File: src/pkg/prc_pkg.sv
// Purpose: Constants, field layout and types for the regulator and PLL settings block
// Assumes: Byte-wide register port, 16-bit register addresses
// Notes:   The 48-bit PLL register moves as six bytes, most significant byte first
//
// How it works
// - The regulator register keeps a 2-bit level at bits 2:1 (00 1.5V, 01 1.4V, 10 1.6V, 11 1.7V), reset 01.
// - The denominator M is 16 bits, upper byte at bits 47:40, lower byte at bits 39:32.
// - The numerator N is 16 bits, upper byte at bits 31:24, lower byte at bits 23:16.
// - The integer R sits at bits 14:11, legal codes 2 to 8, reset 3; an illegal code still commits and sets the bad-R interrupt flag.
// - The input divider at bits 10:9 gives no division or divide by 2, 3 or 4, reset 00.
// - Bit 1 is a read-only sticky lock flag; the written bit is ignored, and a clear enable bit or a completed burst with no lock seen that cycle clears it.
// - Bit 8 picks integer-N when 0 and fractional operation when 1.
// - Bit 0 enables the PLL when set.
// - The PLL register changes only when all six bytes of one burst have arrived.
// - The loop divides by R plus N/M, with N/M taken as zero in integer-N mode.
package prc_pkg;

    localparam int ADDR_W = 16;
    localparam int DATA_W = 8;

    // Register addresses
    localparam logic [15:0] ADDR_CORE_REG = 16'h4001;
    localparam logic [15:0] ADDR_PLL      = 16'h4002;
    localparam logic [15:0] ADDR_IRQ_STAT = 16'h4004;
    localparam logic [15:0] ADDR_IRQ_MASK = 16'h4005;

    // Regulator register layout
    localparam int         LVL_LSB   = 1;
    localparam int         LVL_W     = 2;
    localparam logic [1:0] LVL_RESET = 2'h1;

    // PLL register layout
    localparam logic [2:0]  PLL_LAST   = 3'h5;
    localparam int          M_LSB      = 32;
    localparam int          N_LSB      = 16;
    localparam int          R_LSB      = 11;
    localparam int          X_LSB      = 9;
    localparam int          TYPE_BIT   = 8;
    localparam int          LOCK_BIT   = 1;
    localparam int          EN_BIT     = 0;
    localparam logic [47:0] PLL_WMASK  = 48'hFFFF_FFFF_7F01;
    localparam logic [15:0] M_RESET    = 16'h0753;
    localparam logic [15:0] N_RESET    = 16'h0287;
    localparam logic [3:0]  R_RESET    = 4'h3;
    localparam logic [3:0]  R_MIN      = 4'h2;
    localparam logic [3:0]  R_MAX      = 4'h8;
    localparam logic [1:0]  X_RESET    = 2'h0;
    localparam logic        TYPE_RESET = 1'b1;
    localparam logic        EN_RESET   = 1'b1;

    // Interrupt status bits
    localparam int         IRQ_W       = 4;
    localparam int         IRQ_LOCKED  = 0;
    localparam int         IRQ_UNLOCK  = 1;
    localparam int         IRQ_ABORT   = 2;
    localparam int         IRQ_BAD_R   = 3;
    localparam logic [3:0] IRQ_RESET   = 4'h0;

    typedef struct packed {
        logic [15:0] m;
        logic [15:0] n;
        logic [3:0]  r;
        logic [1:0]  x;
        logic        frac;
        logic        en;
    } prc_pll_cfg_type;

    typedef enum logic [0:0] {
        ST_IDLE = 1'b0,
        ST_FILL = 1'b1
    } prc_burst_state_type;

endpackage

File: src/hdl/prc_top.sv
// Purpose: Regulator level and PLL parameter registers with burst write and lock status
// Assumes: Byte port; read data the cycle after the read strobe
// Notes:   PLL bytes move most significant first; any other access breaks a burst
//
// Design decisions made here: the register offsets and strobed register access.
`timescale 1ns/1ps
module prc_top
    import prc_pkg::*;
(
    input  wire logic              i_clk_sys,
    input  wire logic              i_srst,
    input  wire logic [ADDR_W-1:0] i_addr,
    input  wire logic [DATA_W-1:0] i_wdata,
    input  wire logic              i_wr,
    input  wire logic              i_rd,
    input  wire logic              i_lock_pin,
    output logic      [DATA_W-1:0] o_rdata,
    output logic      [LVL_W-1:0]  o_reg_level,
    output prc_pll_cfg_type        o_pll,
    output logic                   o_irq
);

    // Register state
    logic [LVL_W-1:0]    level;
    logic [LVL_W-1:0]    next_level;
    prc_pll_cfg_type     cfg;
    prc_pll_cfg_type     next_cfg;
    prc_pll_cfg_type     next_pll;
    logic [LVL_W-1:0]    next_reg_level;

    // Burst write state
    prc_burst_state_type state;
    prc_burst_state_type next_state;
    logic [2:0]          wr_idx;
    logic [2:0]          next_wr_idx;
    logic [39:0]         shadow;
    logic [39:0]         next_shadow;
    logic [47:0]         commit_word;
    logic                pll_wr;
    logic                commit;
    logic                abort;
    logic                bad_r;

    // Read state
    logic [2:0]          rd_idx;
    logic [2:0]          next_rd_idx;
    logic [DATA_W-1:0]   next_rdata;
    logic [5:0][7:0]     pll_view;

    // Interrupt state
    logic [IRQ_W-1:0]    status;
    logic [IRQ_W-1:0]    next_status;
    logic [IRQ_W-1:0]    mask;
    logic [IRQ_W-1:0]    next_mask;
    logic [IRQ_W-1:0]    events;
    logic [IRQ_W-1:0]    clr;
    logic                next_irq;

    // Lock monitor
    logic                locked;
    logic                lock_rise;
    logic                lock_fall;

    prc_lock_mon u_lock (
        .i_clk_sys  (i_clk_sys),
        .i_srst     (i_srst),
        .i_lock_pin (i_lock_pin),
        .i_enable   (cfg.en),
        .i_clear    (commit | ~cfg.en),
        .o_locked   (locked),
        .o_rise     (lock_rise),
        .o_fall     (lock_fall)
    );

    // Write side: regulator register and PLL burst assembly
    always_comb begin
        next_level  = level;
        next_cfg    = cfg;
        next_state  = state;
        next_wr_idx = wr_idx;
        next_shadow = shadow;
        commit      = 1'b0;
        abort       = 1'b0;
        bad_r       = 1'b0;
        pll_wr      = i_wr && (i_addr == ADDR_PLL);
        commit_word = {shadow, i_wdata} & PLL_WMASK;
        if (i_wr && (i_addr == ADDR_CORE_REG)) begin
            next_level = i_wdata[LVL_LSB +: LVL_W];
        end
        unique case (state)
            ST_IDLE: begin
                if (pll_wr) begin
                    next_shadow = {shadow[31:0], i_wdata};
                    next_wr_idx = 3'h1;
                    next_state  = ST_FILL;
                end
            end
            ST_FILL: begin
                if (pll_wr && (wr_idx == PLL_LAST)) begin
                    // Whole word lands at once so the loop never sees a mixed setting
                    commit        = 1'b1;
                    next_cfg.m    = commit_word[M_LSB +: 16];
                    next_cfg.n    = commit_word[N_LSB +: 16];
                    next_cfg.r    = commit_word[R_LSB +: 4];
                    next_cfg.x    = commit_word[X_LSB +: 2];
                    next_cfg.frac = commit_word[TYPE_BIT];
                    next_cfg.en   = commit_word[EN_BIT];
                    bad_r         = (next_cfg.r < R_MIN) || (next_cfg.r > R_MAX);
                    next_wr_idx   = 3'h0;
                    next_state    = ST_IDLE;
                end else if (pll_wr) begin
                    next_shadow = {shadow[31:0], i_wdata};
                    next_wr_idx = 3'(wr_idx + 3'h1);
                end else if (i_wr || i_rd) begin
                    // Partial burst is dropped, the live setting is untouched
                    abort       = 1'b1;
                    next_wr_idx = 3'h0;
                    next_state  = ST_IDLE;
                end
            end
        endcase
        // Integer-N drives a zero fraction to the loop
        next_pll   = next_cfg;
        next_pll.n = next_cfg.frac ? next_cfg.n : 16'h0000;
        next_reg_level = next_level;
    end

    always_ff @(posedge i_clk_sys) begin
        if (i_srst) begin
            level       <= LVL_RESET;
            cfg         <= '{m: M_RESET, n: N_RESET, r: R_RESET, x: X_RESET,
                             frac: TYPE_RESET, en: EN_RESET};
            o_pll       <= '{m: M_RESET, n: N_RESET, r: R_RESET, x: X_RESET,
                             frac: TYPE_RESET, en: EN_RESET};
            o_reg_level <= LVL_RESET;
            state       <= ST_IDLE;
            wr_idx      <= 3'h0;
            shadow      <= 40'h00_0000_0000;
        end else begin
            level       <= next_level;
            cfg         <= next_cfg;
            o_pll       <= next_pll;
            o_reg_level <= next_reg_level;
            state       <= next_state;
            wr_idx      <= next_wr_idx;
            shadow      <= next_shadow;
        end
    end

    // Read side
    always_comb begin
        pll_view    = {cfg.m, cfg.n, 1'b0, cfg.r, cfg.x, cfg.frac, 6'h00, locked, cfg.en};
        next_rdata  = 8'h00;
        next_rd_idx = rd_idx;
        if (i_wr || i_rd) begin
            next_rd_idx = 3'h0;
        end
        if (i_rd) begin
            case (i_addr)
                ADDR_CORE_REG: next_rdata = {5'h00, level, 1'b0};
                ADDR_PLL: begin
                    next_rdata  = pll_view[3'(PLL_LAST - rd_idx)];
                    next_rd_idx = (rd_idx == PLL_LAST) ? 3'h0 : 3'(rd_idx + 3'h1);
                end
                ADDR_IRQ_STAT: next_rdata = {4'h0, status};
                ADDR_IRQ_MASK: next_rdata = {4'h0, mask};
                default:       next_rdata = 8'h00;
            endcase
        end
    end

    always_ff @(posedge i_clk_sys) begin
        if (i_srst) begin
            o_rdata <= 8'h00;
            rd_idx  <= 3'h0;
        end else begin
            o_rdata <= next_rdata;
            rd_idx  <= next_rd_idx;
        end
    end

    // Interrupts: set beats a same-cycle clear
    always_comb begin
        events = {bad_r, abort, lock_fall, lock_rise};
        clr    = (i_wr && (i_addr == ADDR_IRQ_STAT)) ? i_wdata[IRQ_W-1:0] : 4'h0;
        next_status = (status & ~clr) | events;
        next_mask   = (i_wr && (i_addr == ADDR_IRQ_MASK)) ? i_wdata[IRQ_W-1:0] : mask;
        next_irq    = |(next_status & next_mask);
    end

    always_ff @(posedge i_clk_sys) begin
        if (i_srst) begin
            status <= IRQ_RESET;
            mask   <= IRQ_RESET;
            o_irq  <= 1'b0;
        end else begin
            status <= next_status;
            mask   <= next_mask;
            o_irq  <= next_irq;
        end
    end
endmodule

File: src/hdl/prc_lock_mon.sv
// Purpose: Synchronise the analog lock pin and keep a sticky lock flag
// Assumes: Lock pin is asynchronous to i_clk_sys
// Notes:   Flag clears on request; a lock seen in the same cycle wins
`timescale 1ns/1ps
module prc_lock_mon
    import prc_pkg::*;
(
    input  wire logic i_clk_sys,
    input  wire logic i_srst,
    input  wire logic i_lock_pin,
    input  wire logic i_enable,
    input  wire logic i_clear,
    output logic      o_locked,
    output logic      o_rise,
    output logic      o_fall
);

    logic sync1;
    logic sync2;
    logic sync3;
    logic next_locked;
    logic next_rise;
    logic next_fall;

    always_comb begin
        next_locked = (o_locked & ~i_clear) | (sync2 & i_enable);
        next_rise   = sync2 & ~sync3 & i_enable;
        next_fall   = ~sync2 & sync3;
    end

    always_ff @(posedge i_clk_sys) begin
        if (i_srst) begin
            sync1    <= 1'b0;
            sync2    <= 1'b0;
            sync3    <= 1'b0;
            o_locked <= 1'b0;
            o_rise   <= 1'b0;
            o_fall   <= 1'b0;
        end else begin
            sync1    <= i_lock_pin;
            sync2    <= sync1;
            sync3    <= sync2;
            o_locked <= next_locked;
            o_rise   <= next_rise;
            o_fall   <= next_fall;
        end
    end

endmodule

File: config.mk
export PLATFORM = sky130hd
export DESIGN_NAME = prc_top
export DESIGN_NICKNAME = d
export VERILOG_FILES = /design/src/pkg/prc_pkg.sv /design/src/hdl/prc_top.sv /design/src/hdl/prc_lock_mon.sv
export SDC_FILE = /design/constraint.sdc
export NUM_CORES = 1
export LEC_CHECK = 0
export BUFFER_PORTS_ARGS = -buffer_cell sky130_fd_sc_hd__buf_2
export CORE_UTILIZATION = 30
export DETAILED_ROUTE_END_ITERATION = 10
export HOLD_SLACK_MARGIN = 0.03
export MAX_ROUTING_LAYER = met4
export PLACE_DENSITY = 0.54
export SLEW_MARGIN = 30
export SYNTH_ARGS = -nofsm -noshare
export SYNTH_HDL_FRONTEND = slang
export SYNTH_SLANG_ARGS = --single-unit
File: constraint.sdc
create_clock -name i_clk_sys -period 2.5 [get_ports i_clk_sys]
set_input_delay 0.5 -clock i_clk_sys [delete_from_list [all_inputs] [get_ports i_clk_sys]]
set_output_delay 0.5 -clock i_clk_sys [all_outputs]
set_load 0.01 [all_outputs]
==> metrics <==
vias in the first global route=3973; drt total wl=13000 um; H-tree levels=4; Avg WL per Cell=14.7 um; Async SR Flop Fraction=0%; Pwr Density=697 mW/mm2; top-count cell post-synth=nand2_1; Die X-Extent=135 um; Critical Path Start=rd_idx[1]$_SDFF_PP0_; core area=0.0172 mm2; CTS Hold Buffers Added=0; Longest Clk Path Bufs=2; row count=48; HP Class=in -> reg; Hold Fails Final Rpt=0; CP max stage cell=mux4_2; Rel. slew slack=56.5%; initial core utilization=30.6%; Yosys reg bits=128; TritonCTS clock tree=done; RSZ-0062 raised after global routing=no; part of the Yosys area used for sequential elements=48.6%; Clock Root Buffer=clkbuf_16; Reg-to-Reg End=o_rdata[0]$_SDFF_PP0_; Placed Cells=853; Pre-Repair DR Iteration Count=11; CTS Sinks=128; Inserted Clock Buffers=17; highest clock rate=473 MHz; fin worst setup slack=386 ps; critical path depth=7; Slew @ Worst Pin=645 ps; Mapped Area=0.00528 mm2; Max Cap Violations=0; Period minus WS final=2110 ps; Arrival @ worst endpoint=2400 ps; grt total ovfl=0; Setup crit end=o_rdata[0]$_SDFF_PP0_; critical path class=reg -> reg; Total GRT Usage=15.5%; layout cell share with drive strength beyond 1=21.8%; syn avg cell area=8.90 um2; Worst Skew=13.3 ps; Tot Pwr=4.33 mW; Antenna Cells=0; IO Count=80; final net count=680; vias per cell=4.66; Port Buf Inserts=79; Area growth syn-to-layout=17.8%; global-route wire length before repair=20800 um; Residual DRC=1; Final Util=36.1%; drt initial violations=309; Post-synth EDFFs=0; reg-to-reg critical path startpoint=rd_idx[1]$_SDFF_PP0_; reg2reg path depth=7; critical path launch point type=flop; Cell variety after synth=54; DP HPWL=9280 um; ranking of synthesized cells by area=dfxtp_1, nand2_1, mux2i_1; Worst setup EP type=flop; initial antenna violation count=0; Filler cells=1782; crit-path max FO=4; outcome=finished with violations; post-synth top area cell=dfxtp_1; post-route ant nets=0; setup TNS=0 ps; fin. max-slew vios=0; Final Cycle Share=84.5%; Static Leakage=2.53 nW; Mapped Cells=593; Die Y-Extent=135 um; Yosys Warn Count=0; Post-CTS Setup Inserts=0; max incr delay on CP=520 ps; failing checks=DRC; clock-pin slew on the worst setup and hold paths=50 ps; GPL Wtd Cong=0.856; Worst Setup Slack post-DPL=232 ps; Final Cell Area=0.00622 mm2; largest net degree at the start of global routing=42; Min Hold Slack=292 ps; CP top delay family=multiplexers; Buf/Inv on CP=1; R2R setup slack=390 ps; critical path cell sequence=inv_1 -> ha_1 -> mux4_2 -> nand2_1 -> o21ai_0 -> a222oi_1 -> nor2_1; Top FF cell, synth=dfxtp_1; top-area cell type share of the netlist area=48.6%; Max VDD drop=0.387 mV; # resized after CTS=0; dpl cell area=0.00569 mm2; Required @ worst endpoint=2790 ps; most instantiated cells after synthesis=nand2_1, dfxtp_1, a21oi_1; die area=0.0181 mm2; worst skew pair latency=420 ps; vias post-DR=4113; Final Non-Filler Cells=882; Setup violations, final=0; Synth Net Count=626
==> registers in the layout (all words and copies together), names as in the netlist, 2 cells and up <==
signal   count
level        2
cfg         40
o_rdata      8
wr_idx       3
o_pll       16
rd_idx       3
shadow      40
mask         4
status       4
==> power breakdown <==
part / internal (mW) / switching (mW)
registers: 2.05 / 0.00189
clock network: 1.34 / 0.846
logic: 0.0360 / 0.0613
==> routing by layer <==
layer / vias up / track usage (%) / wire length (um)
li1: 2067 / - / -
met1: 1927 / 18.9 / 5920
met2: 102 / 24.2 / 6170
met3: 17 / 4.20 / 688
met4: 0 / 6.37 / 215
met5: - / - / 0
==> cells by family (layout without fill, tap and decap cells) <==
group	after synthesis	count (layout)	share of synthesized area, %
buffers and inverters	71	135	8.56
adders and majority gates	4	4	0.948
muxes	37	37	7.54
xor gates and xnor gates	1	1	0.166
AOI/OAI and AO/OA	91	91	9.93
and+or+nand+nor	261	261	24.3
DFF	128	128	48.6
==> cells in the final DEF, fill, tap and decap left out, drive strengths merged, types with 3 or more instances in the layout <==
| cell type | Yosys | final |
|---|---|---|
| clkinv | 0 | 4 |
| dfxtp | 128 | 128 |
| nor2b | 10 | 10 |
| clkbuf | 11 | 23 |
| o21ai | 4 | 4 |
| nor2 | 54 | 54 |
| a222oi | 4 | 4 |
| and2 | 8 | 8 |
| a31oi | 7 | 7 |
| nand3 | 5 | 5 |
| and3 | 4 | 4 |
| buf | 50 | 96 |
| nor3b | 3 | 3 |
| nand3b | 16 | 16 |
| mux2i | 33 | 33 |
| o22ai | 7 | 7 |
| inv | 10 | 10 |
| nand2 | 142 | 142 |
| a21oi | 60 | 60 |
| ha | 4 | 4 |
| nor3 | 4 | 4 |
==> layout make-up <==
type	instances	area, um2	area share [%]
clock buffers	23	488	7.85
well taps	225	282	4.53
repair buffers	96	548	8.82
multi-input cells	394	2260	36.4
inverters	10	37.5	0.604
clock inverters	6	35.0	0.564
flip-flops and latches	128	2560	41.2
==> how the worst min path moves through the flow <==
stage               slack (ps)  cells after the start                  endpoint               startpoint
CTS                        280                      2   u_lock.sync1$_SDFF_PP0_               i_lock_pin
global placement           420                      1   u_lock.sync2$_SDFF_PP0_  u_lock.sync1$_SDFF_PP0_
floorplan                  410                      1  u_lock.o_fall$_SDFF_PP0_  u_lock.sync2$_SDFF_PP0_
detailed placement         430                      1   u_lock.sync2$_SDFF_PP0_  u_lock.sync1$_SDFF_PP0_
global route               300                      2   u_lock.sync1$_SDFF_PP0_               i_lock_pin
finish                     290                      2   u_lock.sync1$_SDFF_PP0_               i_lock_pin
(Power assumes the default switching activity.)
